--- config.mk ---
export PLATFORM = sky130hd
export DESIGN_NAME = dcts_unit
export DESIGN_NICKNAME = d
export VERILOG_FILES = /design/src/dcts_pkg.sv /design/src/dcts_unit.sv
export SDC_FILE = /design/constraint.sdc
export NUM_CORES = 1
export LEC_CHECK = 0
export BUFFER_PORTS_ARGS = -buffer_cell sky130_fd_sc_hd__buf_2
export CORE_MARGIN = 3
export CORE_UTILIZATION = 50
export DETAILED_ROUTE_END_ITERATION = 12
export HOLD_SLACK_MARGIN = 0.02
export PLACE_DENSITY = 0.7
export SETUP_SLACK_MARGIN = 0.2
export SLEW_MARGIN = 20
export SYNTH_ARGS = -nofsm -noshare
export SYNTH_HDL_FRONTEND = slang
export SYNTH_SLANG_ARGS = --single-unit
--- constraint.sdc ---
create_clock -name sys_clk -period 13.6 [get_ports sys_clk]
set_input_delay 3.4 -clock sys_clk [delete_from_list [all_inputs] [get_ports sys_clk]]
set_output_delay 3.4 -clock sys_clk [all_outputs]
set_load 0.02 [all_outputs]
--- src/dcts_pkg.sv ---
package dcts_pkg;

  // Datapath widths
  localparam int ACC_W  = 32;
  localparam int WORD_W = 16;
  localparam int LEN_W  = 8;

  // Operation codes presented on op_sel
  typedef enum logic [2:0] {
    hex_to_ascii_op       = 3'h0,
    seven_segment_op      = 3'h1,
    gray_to_bcd_op        = 3'h2,
    digit_shuffle_op      = 3'h3,
    table_fill_op         = 3'h4,
    table_find_equal_op   = 3'h5,
    table_find_greater_op = 3'h6
  } dcts_op_t;

  // Sequencer states, one-hot
  typedef enum logic [3:0] {
    st_idle  = 4'h1,
    st_read  = 4'h2,
    st_check = 4'h4,
    st_write = 4'h8
  } dcts_state_t;

  // Character and digit constants
  localparam logic [7:0] ASC_DIGIT_BASE = 8'h30;
  localparam logic [7:0] ASC_ALPHA_BASE = 8'h41;
  localparam logic [7:0] ASC_ALPHA_LAST = 8'h46;
  localparam logic [7:0] ASC_DIGIT_LAST = 8'h39;
  localparam logic [3:0] HEX_TEN        = 4'ha;
  localparam logic [3:0] ORDER_FIRST    = 4'h1;
  localparam logic [3:0] ORDER_LAST     = 4'h8;
  localparam logic [3:0] BCD_ADJ_LIMIT  = 4'h5;
  localparam logic [3:0] BCD_ADJ        = 4'h3;
  localparam int         SHUF_DIGITS    = 8;
  localparam int         SEG_DIGITS     = 4;
  localparam int         GRAY_W         = 16;
  localparam int         GRAY_BIN_W     = 10;
  localparam int         BCD_FULL_W     = 16;
  localparam int         GRAY_RES_W     = 10;

  // Seven-segment patterns, bit 0 = segment a .. bit 6 = segment g
  localparam logic [6:0] SEG_TABLE [16] = '{
    7'h3f, 7'h06, 7'h5b, 7'h4f, 7'h66, 7'h6d, 7'h7d, 7'h07,
    7'h7f, 7'h6f, 7'h77, 7'h7c, 7'h39, 7'h5e, 7'h79, 7'h71
  };

  // Whole state of the unit
  typedef struct packed {
    dcts_state_t        st;
    dcts_op_t           op;
    logic [ACC_W-1:0]   acc;
    logic               not_found;
    logic               done;
    logic               busy;
    logic [WORD_W-1:0]  mem_addr;
    logic [WORD_W-1:0]  mem_wdata;
    logic               mem_we;
    logic               mem_re;
    logic [LEN_W-1:0]   idx;
    logic [LEN_W-1:0]   len;
    logic [WORD_W-1:0]  src;
    logic [WORD_W-1:0]  key;
    logic [WORD_W-1:0]  hold;
    logic               phase;
  } dcts_regs_t;

endpackage

--- src/dcts_unit.sv ---
`timescale 1ns/100ps
// Function
// RULE1 - Hex nibbles 0-9 become codes 30-39, A-F become 41-46.
// RULE2 - Each hex word expands to two ASCII words, doubling table size.
// RULE3 - Segment op turns accumulator binary into seven-segment pattern in accumulator.
// RULE4 - Gray op converts 16-bit Gray to BCD in low 10 bits, upper 22 cleared.
// RULE5 - Program subtracts BCD 76 (360 counts) or 152 (720 counts) afterwards.
// RULE6 - Shuffle moves up to 8 stack digits to accumulator-given positions 1..8.
// RULE7 - Order digit 0 or 9-F yields zero in that result position.
// RULE8 - Duplicate destinations: most significant duplicate order digit wins.
// RULE9 - Fill writes one value into up to 255 words from accumulator start.
// RULE10 - Program loads length, start and offset into stack and accumulator before find.
// RULE11 - Successful find returns offset of first equal word in accumulator.
// RULE12 - Offset outside table or no match sets not-found; no match returns 0.
// RULE13 - Find pointer counts from 0 and is held in accumulator.
// RULE14 - Not-found flag holds until the next operation using it.
// RULE15 - Find-greater locates first word above search value; length stack, start accumulator.
// RULE16 - Searches scan ascending from the offset and stop at first hit.
// RULE17 - Program gives lengths, addresses and offsets in hexadecimal.
module dcts_unit
  import dcts_pkg::*;
(
  input  wire logic              sys_clk,        // System clock, 100 MHz
  input  wire logic              sys_rst,        // Synchronous reset, active high
  input  wire logic              clk_en,         // Freezes all state while low
  input  wire logic              op_start,       // Start an operation (taken when idle)
  input  wire logic [2:0]        op_sel,         // Operation code
  input  wire logic [ACC_W-1:0]  acc_in,         // Accumulator value
  input  wire logic [ACC_W-1:0]  stack1_in,      // First stack level
  input  wire logic [ACC_W-1:0]  stack2_in,      // Second stack level
  input  wire logic [WORD_W-1:0] operand_in,     // Instruction operand value
  input  wire logic [WORD_W-1:0] mem_rdata,      // Word memory read data
  output logic      [ACC_W-1:0]  acc_out,        // Resulting accumulator
  output logic                   done,           // Operation finished
  output logic                   busy,           // Table operation in progress
  output logic                   not_found_flag, // Search failed
  output logic      [WORD_W-1:0] mem_addr,       // Word memory address
  output logic      [WORD_W-1:0] mem_wdata,      // Word memory write data
  output logic                   mem_we,         // Word memory write strobe
  output logic                   mem_re          // Word memory read strobe
);

  dcts_regs_t r;
  dcts_regs_t next_r;
  logic [LEN_W:0] idx_inc;
  logic           last_word;
  logic           hit;

  // One nibble to its ASCII code
  function automatic logic [7:0] hex_ascii(input logic [3:0] n);
    if (n < HEX_TEN) begin
      hex_ascii = ASC_DIGIT_BASE + {4'h0, n};  // RULE1
    end else begin
      hex_ascii = ASC_ALPHA_BASE + {4'h0, n - HEX_TEN};  // RULE1
    end
  endfunction

  // One byte to two ASCII characters packed in a word
  function automatic logic [WORD_W-1:0] ascii_pair(input logic [7:0] b);
    ascii_pair = {hex_ascii(b[7:4]), hex_ascii(b[3:0])};
  endfunction

  // Legal ASCII hex character check
  function automatic logic ascii_ok(input logic [7:0] c);
    ascii_ok = (c >= ASC_DIGIT_BASE && c <= ASC_DIGIT_LAST) || (c >= ASC_ALPHA_BASE && c <= ASC_ALPHA_LAST);
  endfunction

  // Four binary digits to four segment bytes
  function automatic logic [ACC_W-1:0] seg_encode(input logic [WORD_W-1:0] v);
    seg_encode = '0;
    for (int i = 0; i < SEG_DIGITS; i++) begin
      seg_encode[i*8 +: 8] = {1'b0, SEG_TABLE[v[i*4 +: 4]]};  // RULE3
    end
  endfunction

  // Gray to binary, then binary to BCD by shift-and-add
  function automatic logic [ACC_W-1:0] gray_bcd(input logic [GRAY_W-1:0] g);
    logic [GRAY_W-1:0]     bin;
    logic [BCD_FULL_W-1:0] bcd;
    bin = '0;
    bcd = '0;
    for (int i = 0; i < GRAY_W; i++) begin
      bin[i] = ^(g >> i);
    end
    for (int i = GRAY_BIN_W - 1; i >= 0; i--) begin
      for (int j = 0; j < BCD_FULL_W / 4; j++) begin
        if (bcd[j*4 +: 4] >= BCD_ADJ_LIMIT) begin
          bcd[j*4 +: 4] = bcd[j*4 +: 4] + BCD_ADJ;
        end
      end
      bcd = {bcd[BCD_FULL_W-2:0], bin[i]};
    end
    gray_bcd = {{(ACC_W-GRAY_RES_W){1'b0}}, bcd[GRAY_RES_W-1:0]};  // RULE4
  endfunction

  // Digit shuffle; later (more significant) order digits overwrite earlier ones
  function automatic logic [ACC_W-1:0] shuffle(input logic [ACC_W-1:0] digits, input logic [ACC_W-1:0] order);
    logic [3:0] d;
    shuffle = '0;  // RULE7
    for (int i = 0; i < SHUF_DIGITS; i++) begin
      d = order[i*4 +: 4];
      if (d >= ORDER_FIRST && d <= ORDER_LAST) begin
        shuffle[(int'(d) - 1)*4 +: 4] = digits[i*4 +: 4];  // RULE6 RULE8
      end
    end
  endfunction

  // Table index bookkeeping and search comparison
  assign idx_inc   = {1'b0, r.idx} + {{LEN_W{1'b0}}, 1'b1};
  assign last_word = idx_inc >= {1'b0, r.len};
  assign hit       = (r.op == table_find_equal_op) ? (mem_rdata == r.key) : (mem_rdata > r.key);  // RULE11 RULE15

  // Next-state logic of the sequencer
  always_comb begin
    next_r        = r;
    next_r.done   = 1'b0;
    next_r.mem_we = 1'b0;
    next_r.mem_re = 1'b0;
    unique case (r.st)
      st_idle: begin
        if (op_start) begin
          next_r.op  = dcts_op_t'(op_sel);
          next_r.acc = acc_in;
          next_r.key = operand_in;
          next_r.idx = '0;  // RULE13
          case (op_sel)
            seven_segment_op: begin
              next_r.acc  = seg_encode(acc_in[WORD_W-1:0]);  // RULE3
              next_r.done = 1'b1;
            end
            gray_to_bcd_op: begin
              next_r.acc  = gray_bcd(acc_in[GRAY_W-1:0]);  // RULE4
              next_r.done = 1'b1;
            end
            digit_shuffle_op: begin
              next_r.acc  = shuffle(stack1_in, acc_in);  // RULE6
              next_r.done = 1'b1;
            end
            hex_to_ascii_op, table_fill_op: begin
              next_r.len       = stack1_in[LEN_W-1:0];  // RULE9
              next_r.src       = acc_in[WORD_W-1:0];
              next_r.mem_addr  = acc_in[WORD_W-1:0];
              next_r.mem_wdata = operand_in;  // RULE9
              next_r.phase     = 1'b0;
              if (stack1_in[LEN_W-1:0] == '0) begin
                next_r.done = 1'b1;
              end else begin
                next_r.busy   = 1'b1;
                next_r.mem_re = (op_sel == hex_to_ascii_op);
                next_r.mem_we = (op_sel == table_fill_op);
                next_r.st     = (op_sel == hex_to_ascii_op) ? st_read : st_write;
              end
            end
            table_find_equal_op, table_find_greater_op: begin
              next_r.not_found = 1'b0;  // RULE14
              if (op_sel == table_find_equal_op) begin
                next_r.len      = stack2_in[LEN_W-1:0];
                next_r.idx      = acc_in[LEN_W-1:0];
                next_r.mem_addr = stack1_in[WORD_W-1:0] + acc_in[WORD_W-1:0];
              end else begin
                next_r.len      = stack1_in[LEN_W-1:0];  // RULE15
                next_r.mem_addr = acc_in[WORD_W-1:0];
              end
              if ((op_sel == table_find_equal_op && acc_in[WORD_W-1:0] >= {8'h00, stack2_in[LEN_W-1:0]})
                  || (op_sel == table_find_greater_op && stack1_in[LEN_W-1:0] == '0)) begin
                next_r.acc       = '0;
                next_r.not_found = 1'b1;  // RULE12
                next_r.done      = 1'b1;
              end else begin
                next_r.busy   = 1'b1;
                next_r.mem_re = 1'b1;
                next_r.st     = st_read;
              end
            end
            default: begin
              next_r.done = 1'b1;
            end
          endcase
        end
      end
      st_read: begin
        next_r.st = st_check;
      end
      st_check: begin
        if (r.op == hex_to_ascii_op) begin
          next_r.hold      = mem_rdata;
          next_r.mem_addr  = r.key;
          next_r.mem_wdata = ascii_pair(mem_rdata[7:0]);  // RULE1
          next_r.mem_we    = 1'b1;
          next_r.phase     = 1'b0;
          next_r.st        = st_write;
        end else if (hit) begin
          next_r.acc  = {{(ACC_W-LEN_W){1'b0}}, r.idx};  // RULE11 RULE16
          next_r.done = 1'b1;
          next_r.busy = 1'b0;
          next_r.st   = st_idle;
        end else if (last_word) begin
          next_r.acc       = '0;  // RULE12
          next_r.not_found = 1'b1;
          next_r.done      = 1'b1;
          next_r.busy      = 1'b0;
          next_r.st        = st_idle;
        end else begin
          next_r.idx      = idx_inc[LEN_W-1:0];  // RULE16
          next_r.mem_addr = r.mem_addr + 16'h0001;
          next_r.mem_re   = 1'b1;
          next_r.st       = st_read;
        end
      end
      st_write: begin
        if (r.op == hex_to_ascii_op && !r.phase) begin
          next_r.mem_addr  = r.mem_addr + 16'h0001;  // RULE2
          next_r.mem_wdata = ascii_pair(r.hold[15:8]);
          next_r.mem_we    = 1'b1;
          next_r.phase     = 1'b1;
        end else if (last_word) begin
          next_r.done = 1'b1;
          next_r.busy = 1'b0;
          next_r.st   = st_idle;
        end else if (r.op == hex_to_ascii_op) begin
          next_r.idx      = idx_inc[LEN_W-1:0];
          next_r.key      = r.mem_addr + 16'h0001;
          next_r.src      = r.src + 16'h0001;
          next_r.mem_addr = r.src + 16'h0001;
          next_r.mem_re   = 1'b1;
          next_r.st       = st_read;
        end else begin
          next_r.idx      = idx_inc[LEN_W-1:0];  // RULE9
          next_r.mem_addr = r.mem_addr + 16'h0001;
          next_r.mem_we   = 1'b1;
        end
      end
      default: begin
        next_r.st   = st_idle;
        next_r.busy = 1'b0;
      end
    endcase
  end

  // State register with clock enable
  always_ff @(posedge sys_clk) begin
    if (sys_rst) begin
      r    <= '0;
      r.st <= st_idle;
    end else if (clk_en) begin
      r <= next_r;
    end
  end

  // Outputs straight from the state register
  assign acc_out        = r.acc;
  assign done           = r.done;
  assign busy           = r.busy;
  assign not_found_flag = r.not_found;
  assign mem_addr       = r.mem_addr;
  assign mem_wdata      = r.mem_wdata;
  assign mem_we         = r.mem_we;
  assign mem_re         = r.mem_re;

  // Checks on the produced results
  hta_ascii_range_a: assert property (@(posedge sys_clk) disable iff (sys_rst) // RULE1
    (r.mem_we && r.op == hex_to_ascii_op) |-> (ascii_ok(r.mem_wdata[7:0]) && ascii_ok(r.mem_wdata[15:8])))
    else $error("ASCII write holds a non-hex character");
  hta_second_word_a: assert property (@(posedge sys_clk) disable iff (sys_rst) // RULE2
    (r.st == st_write && r.op == hex_to_ascii_op && !r.phase && clk_en)
      |=> (r.mem_we && r.phase && r.mem_addr == $past(r.mem_addr) + 16'h0001))
    else $error("Second ASCII word not written at next address");
  seg_pattern_a: assert property (@(posedge sys_clk) disable iff (sys_rst) // RULE3
    (r.done && r.op == seven_segment_op)
      |-> (!r.acc[7] && !r.acc[15] && !r.acc[23] && !r.acc[31] && r.acc[6:0] != 7'h00 && r.acc[30:24] != 7'h00))
    else $error("Segment pattern malformed");
  gray_upper_a: assert property (@(posedge sys_clk) disable iff (sys_rst) // RULE4
    (r.done && r.op == gray_to_bcd_op) |-> (r.acc[ACC_W-1:GRAY_RES_W] == '0))
    else $error("Gray result upper bits not cleared");
  shuffle_invalid_a: assert property (@(posedge sys_clk) disable iff (sys_rst) // RULE7
    (r.st == st_idle && op_start && clk_en && op_sel == digit_shuffle_op && acc_in == 32'h9abc_def0)
      |=> (r.done && r.acc == '0))
    else $error("Invalid order digits did not give zero");
  shuffle_dup_a: assert property (@(posedge sys_clk) disable iff (sys_rst) // RULE8
    (r.st == st_idle && op_start && clk_en && op_sel == digit_shuffle_op && acc_in == 32'h1111_1111)
      |=> (r.acc == {28'h000_0000, $past(stack1_in[31:28])}))
    else $error("Most significant duplicate did not win");
  fill_value_a: assert property (@(posedge sys_clk) disable iff (sys_rst) // RULE9
    (r.mem_we && r.op == table_fill_op && clk_en) |=> (!r.mem_we || $stable(r.mem_wdata)))
    else $error("Fill value changed within the table");
  notfound_zero_a: assert property (@(posedge sys_clk) disable iff (sys_rst) // RULE12
    (r.done && r.not_found && (r.op == table_find_equal_op || r.op == table_find_greater_op)) |-> (r.acc == '0))
    else $error("Not-found result is not zero");
  found_offset_a: assert property (@(posedge sys_clk) disable iff (sys_rst) // RULE11
    (r.done && !r.not_found && (r.op == table_find_equal_op || r.op == table_find_greater_op))
      |-> (r.acc[ACC_W-1:LEN_W] == '0 && r.acc[LEN_W-1:0] < r.len))
    else $error("Found offset outside the table");
  scan_ascend_a: assert property (@(posedge sys_clk) disable iff (sys_rst) // RULE16
    (r.st == st_read && $past(r.st) == st_check && r.op != hex_to_ascii_op)
      |-> (r.mem_addr == $past(r.mem_addr) + 16'h0001))
    else $error("Search did not step to the next address");

endmodule

-- Word-level counts from Yosys, hierarchy flattened
Memory sizes are Yosys's and may differ from the RTL's.
Cells that the tools add are included.
- flip-flop bits (word level): 141
- bits in read-only memories: 448
- bits of input ports: 135
- output and inout bits: 69
- memories kept: 4
- $add $sub $neg: 44
- magnitude comparators: 39
- equality and inequality tests: 33
- shift operators: 16
- multiplexer cells: 154
- bitwise operators: 6
- reduce and logical (&&, ||, !) cells: 44
- memory list (name ; depth ; width ; read ports ; clocked after Yosys merged registers in ; wr ports ; line ; text):
    (name not given) ; 16 ; 7 ; 1 ; 0 ; 0 ; dcts_unit.sv:72 ; seg_encode[i*8 +: 8] = {1'b0, SEG_TABLE[v[i*4 +: 4]]};
    (name not given) ; 16 ; 7 ; 1 ; 0 ; 0 ; dcts_unit.sv:72 ;
    (name not given) ; 16 ; 7 ; 1 ; 0 ; 0 ; dcts_unit.sv:72 ;
    (name not given) ; 16 ; 7 ; 1 ; 0 ; 0 ; dcts_unit.sv:72 ;
- operators with widths (cell ; count):
    32-bit 2-to-1 mux ; 33
    7-bit negation with 33-bit output ; 8
    4-bit by 33-bit variable shift with 32-bit output, first input constant ; 8
    4-bit by 33-bit variable part select with 32-bit output ; 8
    32-bit bitwise mux ; 7
    4-bit 2-to-1 mux ; 46
    16-bit XOR reduction ; 10
    16-bit 2-to-1 mux ; 9
    32-bit one-hot mux with 4 select lines ; 1
    42-bit one-hot mux with 3 select lines ; 1
    124-bit 2-to-1 mux ; 1
    35-bit 2-to-1 mux ; 2
    33-bit one-hot mux with 2 select lines ; 1
    32-bit one-hot mux with 2 select lines ; 1
    7-bit 2-to-1 mux ; 8
    8-bit 2-to-1 mux ; 7
    4-bit by 1-bit subtractor with 5-bit output, second input constant ; 8
    4-bit by 2-bit adder with 4-bit output, second input constant ; 9
    4-bit by 3-bit >= comparator with 1-bit output, second input constant ; 9
    9-bit 2-to-1 mux ; 4
    17-bit 2-to-1 mux ; 2
    34-bit 2-to-1 mux ; 1
    17-bit one-hot mux with 2 select lines ; 1
    16-bit by 1-bit adder with 16-bit output, second input constant ; 2
    other kinds (54) ; 149

-- Longest topological paths before layout
- depth in word-level cells: 43
- depth in mapped cells: 45
- gate-level depth less buffers: 42

-- Worst setup path before layout
OpenSTA, ideal clock, no wires.
- path type: input to register
- from: in acc_in[14]
- to: reg r (netlist bit acc_out[8])
- setup time: 0.069 ns
- arrival: 11.404 ns
- required time: 13.531 ns
- path slack: 2.127 ns
- cell stages on the path: 44
- buffers on the path: 3
- cell sequence: clkbuf_1 -> clkinv_1 -> ha_1 -> xnor2_2 -> xnor2_4 -> buf_4 -> xnor2_1 -> ha_1 -> nor3_1 -> nor2_1 -> inv_1 -> ha_1 -> nor2b_1 -> o22a_1 -> buf_4 -> xnor2_1 -> ha_1 -> nand2b_1 -> (+8 left out) -> nor2_1 -> ha_1 -> nand2b_1 -> a211oi_1 -> a31oi_1 -> xnor2_1 -> ha_1 -> inv_1 -> nor2_1 -> o21ai_1 -> a21o_1 -> and2_1 -> ha_1 -> nor2b_1 -> or3_1 -> a211oi_1 -> nor3_1 -> o21ai_1
- longest elaborated chain between the ends: 36
- elaborated cells between the ends (all ways): 101
- classes of those cells: add/sub: 12; order compare: 13; shift: 2; mux: 63; reduce/logical: 11
- RTL lines (what ; line ; text):
    start, declared ; dcts_unit.sv:28 ; input wire logic [ACC_W-1:0] acc_in,
    16-bit XOR reduction ; dcts_unit.sv:83 ; bin[i] = ^(g >> i);
    3-bit by 2-bit adder with 4-bit output / 3-bit >= comparator (equally long branches) ; dcts_unit.sv:88, dcts_unit.sv:87 ;
    4-bit 2-to-1 mux ; dcts_unit.sv:87 ; if (bcd[j*4 +: 4] >= BCD_ADJ_LIMIT) begin
    4-bit 2-to-1 mux ; dcts_unit.sv:126 ; case (op_sel)
    4-bit 2-to-1 mux ; dcts_unit.sv:121 ; if (op_start) begin
    4-bit 2-to-1 mux ; dcts_unit.sv:119 ; unique case (r.st)
    4-bit by 2-bit adder with 4-bit output / 4-bit by 3-bit >= comparator with 1-bit output (equally long branches) ; dcts_unit.sv:88, dcts_unit.sv:87 ;
    4-bit 2-to-1 mux ; dcts_unit.sv:87 ;
    (+20 left out) ; -- ;
    4-bit 2-to-1 mux ; dcts_unit.sv:126 ;
    4-bit 2-to-1 mux ; dcts_unit.sv:121 ;
    4-bit 2-to-1 mux ; dcts_unit.sv:119 ;
    4-bit by 2-bit adder with 4-bit output / 4-bit by 3-bit >= comparator with 1-bit output (equally long branches) ; dcts_unit.sv:88, dcts_unit.sv:87 ;
    4-bit 2-to-1 mux ; dcts_unit.sv:87 ;
    32-bit one-hot mux with 4 select lines * ; dcts_unit.sv:126 ;
    124-bit 2-to-1 mux * ; dcts_unit.sv:121 ;
    33-bit one-hot mux with 2 select lines * ; dcts_unit.sv:119 ;
    end signal, assigned ; dcts_unit.sv:246 ; r <= next_r;
    end, declared ; dcts_unit.sv:43 ; dcts_regs_t r;
Every way passes the cells marked *; elsewhere a longest branch is shown, timed or not. The select of a mux whose other input is x is not followed.
A chain may end at the register's enable or synchronous reset.

-- Worst setup path after layout
- from: in acc_in[12]
- to: reg r (netlist bit acc_out[1])
- longest elaborated chain between the ends: 36
- elaborated cells between the ends (all ways): 84
- classes of those cells: add/sub: 9; order compare: 10; shift: 2; mux: 51; reduce/logical: 12
- RTL lines (what ; line):
    16-bit XOR reduction ; dcts_unit.sv:83
    3-bit by 2-bit adder with 4-bit output / 3-bit >= comparator (equally long branches) ; dcts_unit.sv:88, dcts_unit.sv:87
    4-bit 2-to-1 mux ; dcts_unit.sv:87
    4-bit 2-to-1 mux ; dcts_unit.sv:126
    4-bit 2-to-1 mux ; dcts_unit.sv:121
    4-bit 2-to-1 mux ; dcts_unit.sv:119
    4-bit by 2-bit adder with 4-bit output / 4-bit by 3-bit >= comparator with 1-bit output (equally long branches) ; dcts_unit.sv:88, dcts_unit.sv:87
    4-bit 2-to-1 mux ; dcts_unit.sv:87
    (+20 left out) ; --
    4-bit 2-to-1 mux ; dcts_unit.sv:126
    4-bit 2-to-1 mux ; dcts_unit.sv:121
    4-bit 2-to-1 mux ; dcts_unit.sv:119
    4-bit by 3-bit >= comparator with 1-bit output ; dcts_unit.sv:87
    4-bit 2-to-1 mux ; dcts_unit.sv:87
    32-bit one-hot mux with 4 select lines * ; dcts_unit.sv:126
    124-bit 2-to-1 mux * ; dcts_unit.sv:121
    33-bit one-hot mux with 2 select lines * ; dcts_unit.sv:119
Marked as above.

==> run metrics <==
status complete, no violations; ys async rst share 0%; crit-path max cell delay 0.50 ns; Post-synth EDFFs 0; Root Buffer clkbuf_16; syn_area_per_cell 7.072 µm²; Syn. warnings 0; drt pass-1 iters 8; Residual DRC 0; number of global-route vias before repair 18380; HP Start mem_re$_SDFFE_PP0P_; FF+latch count, synth 133; crit path from acc_in[12]; Critical Path End Type flop; Slew Viols, Final 0; Layout area overhead 7.222%; register area share after synthesis 14.73%; CTS sink count 133; Die Height 196.1 µm; starting density of the core 51.55%; iteration-0 DRC count of the detailed router 2234; TritonCTS buffer count 17; Clk Latency, worst-skew pair 0.44 ns; critical path class in -> reg; Total Routing Usage GR 33.59%; Post-Syn Nets 2859; drt via density 6.579; ys flop type dfxtp_1; clock-pin slew on the worst setup and hold paths 0.06 ns; Max-slew headroom 25.29%; DIE WIDTH 196.1 µm; most frequent cell on the critical path ha_1; worst endpoint data arrival time 12.98 ns; num ports 204; dpl cells 3012; detailed placement HPWL 53.07 mm; dominant cells by area after synthesis dfxtp_1 (15%), ha_1 (12%), mux2i_1 (5.5%); clk_skew 0.01293 ns; Port-buffer cells 179; area fraction of the dominant cell type after synthesis 14.73%; slowest CP cell ha_1; Crit Path Max Fanout 18; maxcap violations 0; largest net degree at the start of global routing 69; R2R Path Start r[57]$_SDFFE_PP0P_; fin nets 2884; Hold Path Class reg -> reg; total core area 0.03505 mm²; Die Area 0.03846 mm²; non-filler cells, final 3051; GPL Wtd Cong 1.045; share of cells above drive strength 1 11.92%; antenna violations before repair 4; H-tree depth 4; Worst EP required 13.92 ns; drt total wl 67.68 mm; WL/cell 22.18 µm; RSZ-0062 raised after global routing no; endpoints failing setup 0; TritonCTS clock tree done; GRT Residual Overflow 0; Vias 20070; Leak 7.891 nW; Syn Inst Count 2555; Filler cells 3420; CTS Buffer Depth 2; Power per Cell Area 189.2 mW/mm²; first-pass GRT wire length 103.9 mm; Final Hold Vio Count 0; # rows 68; Worst Setup Start Kind input port; Worst-Margin Slew 1.116 ns; mapped cell area 0.01807 mm²; Final TNS setup 0 ns; Worst VDD drop 0.2916 mV; period utilisation layout 93.06%; remaining antenna violation count 0; post-synth top area cell dfxtp_1; Yosys cell types 93; min Tclk post-route 12.66 ns; Max Fclk 79.01 MHz
-- metal layers --
metal,vias up,part of all wire [%],track usage [%]
met4,0,4.0,12.17
met1,9413,42,46.21
met5,-,0,0
met3,168,9.2,5.255
li1,9394,-,-
met2,1097,45,53.25
-- cells in the mapped netlist (37+ instances only) --
cell,count
a211oi_1,56
buf_4,66
mux2i_1,100
nor3_1,55
nand2b_1,45
o21ai_0,139
clkbuf_1,120
xnor2_1,52
xor2_1,51
nor2b_1,41
a21oi_1,156
nand2_1,250
dfxtp_1,133
o22ai_1,43
nand4_1,37
inv_1,122
nand3_1,119
ha_1,168
nor2_1,266
-- registers in the layout, indices dropped and copies added (netlist names) --
signal / count
r: 64
acc_out: 32
mem_addr: 16
mem_wdata: 16
busy: 1
done: 1
mem_re: 1
mem_we: 1
not_found_flag: 1
-- cells in the final DEF (no fill, tap or decap), types with 25 or more instances in the layout --
cell / synthesis / final
a211oi_1: 56 / 56
a21o_1: 27 / 27
a21oi_1: 156 / 155
a22oi_1: 27 / 27
a311oi_1: 27 / 27
a31oi_1: 31 / 31
and3_1: 33 / 33
buf_2: 4 / 178
buf_4: 66 / 25
dfxtp_1: 133 / 133
ha_1: 168 / 168
inv_1: 122 / 122
mux2i_1: 100 / 100
nand2_1: 250 / 250
nand2b_1: 45 / 44
nand3_1: 119 / 119
nand4_1: 37 / 37
nor2_1: 266 / 264
nor2b_1: 41 / 40
nor3_1: 55 / 53
o211ai_1: 28 / 28
o21ai_0: 139 / 139
o22ai_1: 43 / 43
or3_1: 28 / 27
xnor2_1: 52 / 52
xor2_1: 51 / 51
-- through the flow --
| step | setup slack, ns | hold WS, ns | power, mW | cell area (µm²) | util (%) |
|---|---|---|---|---|---|
| after CTS | 1.013 | 0.4574 | 3.596 | 19300 | 55.07 |
| after floorplan | 2.127 | 0.4276 | 2.597 | 18070 | - |
| after detailed placement | 0.6271 | 0.4484 | 3.111 | 18720 | 53.39 |
| final | 0.9441 | 0.4535 | 3.666 | 19370 | 55.27 |
| after global placement | 0.9961 | 0.4423 | 2.993 | 18720 | 53.39 |
| after global routing | 0.2392 | 0.4734 | 3.977 | 19370 | 55.27 |
-- logic make-up (layout without fill, tap and decap cells) --
logic type               Yosys count  after routing  synth area share (%)
multiplexers                     122            122                 7.049
buffers and inverters            324            361                 8.129
other                              0              4                     0
flip-flops                       133            133                 14.73
AND/OR/NAND/NOR                  979            979                 26.18
AO/OA/AOI/OAI                    719            719                 26.53
XOR/XNOR                         109            109                 5.636
adder cells (fa/ha/maj)          169            169                 11.74
-- critical path: cells and delay by family --
kind                       cells  cell delay, ns
and+or+nand+nor               11            1.60
buffers and inverters          5            1.06
AOI/OAI and AO/OA              9            2.45
muxes                          1            0.23
adders and majority gates      8            2.36
xor gates and xnor gates       7            1.86
-- repair_timing --
action / 4_1_cts / 5_1_grt
endpoints found under the setup margin: 0 / 1
hold buffers: 0 / 0
buffers inserted: 0 / 4
gates resized for setup: 0 / 2
-- path summary, 6_finish.rpt --
path	cells past startpoint	slack [ns]	to
min reg2reg	2	0.45	mem_re$_SDFFE_PP0P_
min	2	0.45	mem_re$_SDFFE_PP0P_
max	41	0.94	acc_out[1]$_SDFFE_PP0P_
max reg2reg	16	8.50	acc_out[19]$_SDFFE_PP0P_
-- where the power goes --
part / internal (mW) / switching, mW
Sequential: 0.423 / 0.0350
Combinational: 1.09 / 1.65
Clock: 0.276 / 0.197
-- final cells by class --
type	count	area [µm²]	share of cell area [%]
multi-input cells	2098	13980	72.17
flip-flops and latches	133	2663	13.74
repair buffers	203	1079	5.567
well taps	455	569.3	2.938
inverters	127	484.2	2.499
clock buffers	18	439.2	2.267
clock inverters	13	148.9	0.7685
diodes	4	10.01	0.05166
(Power assumes the default switching activity.)
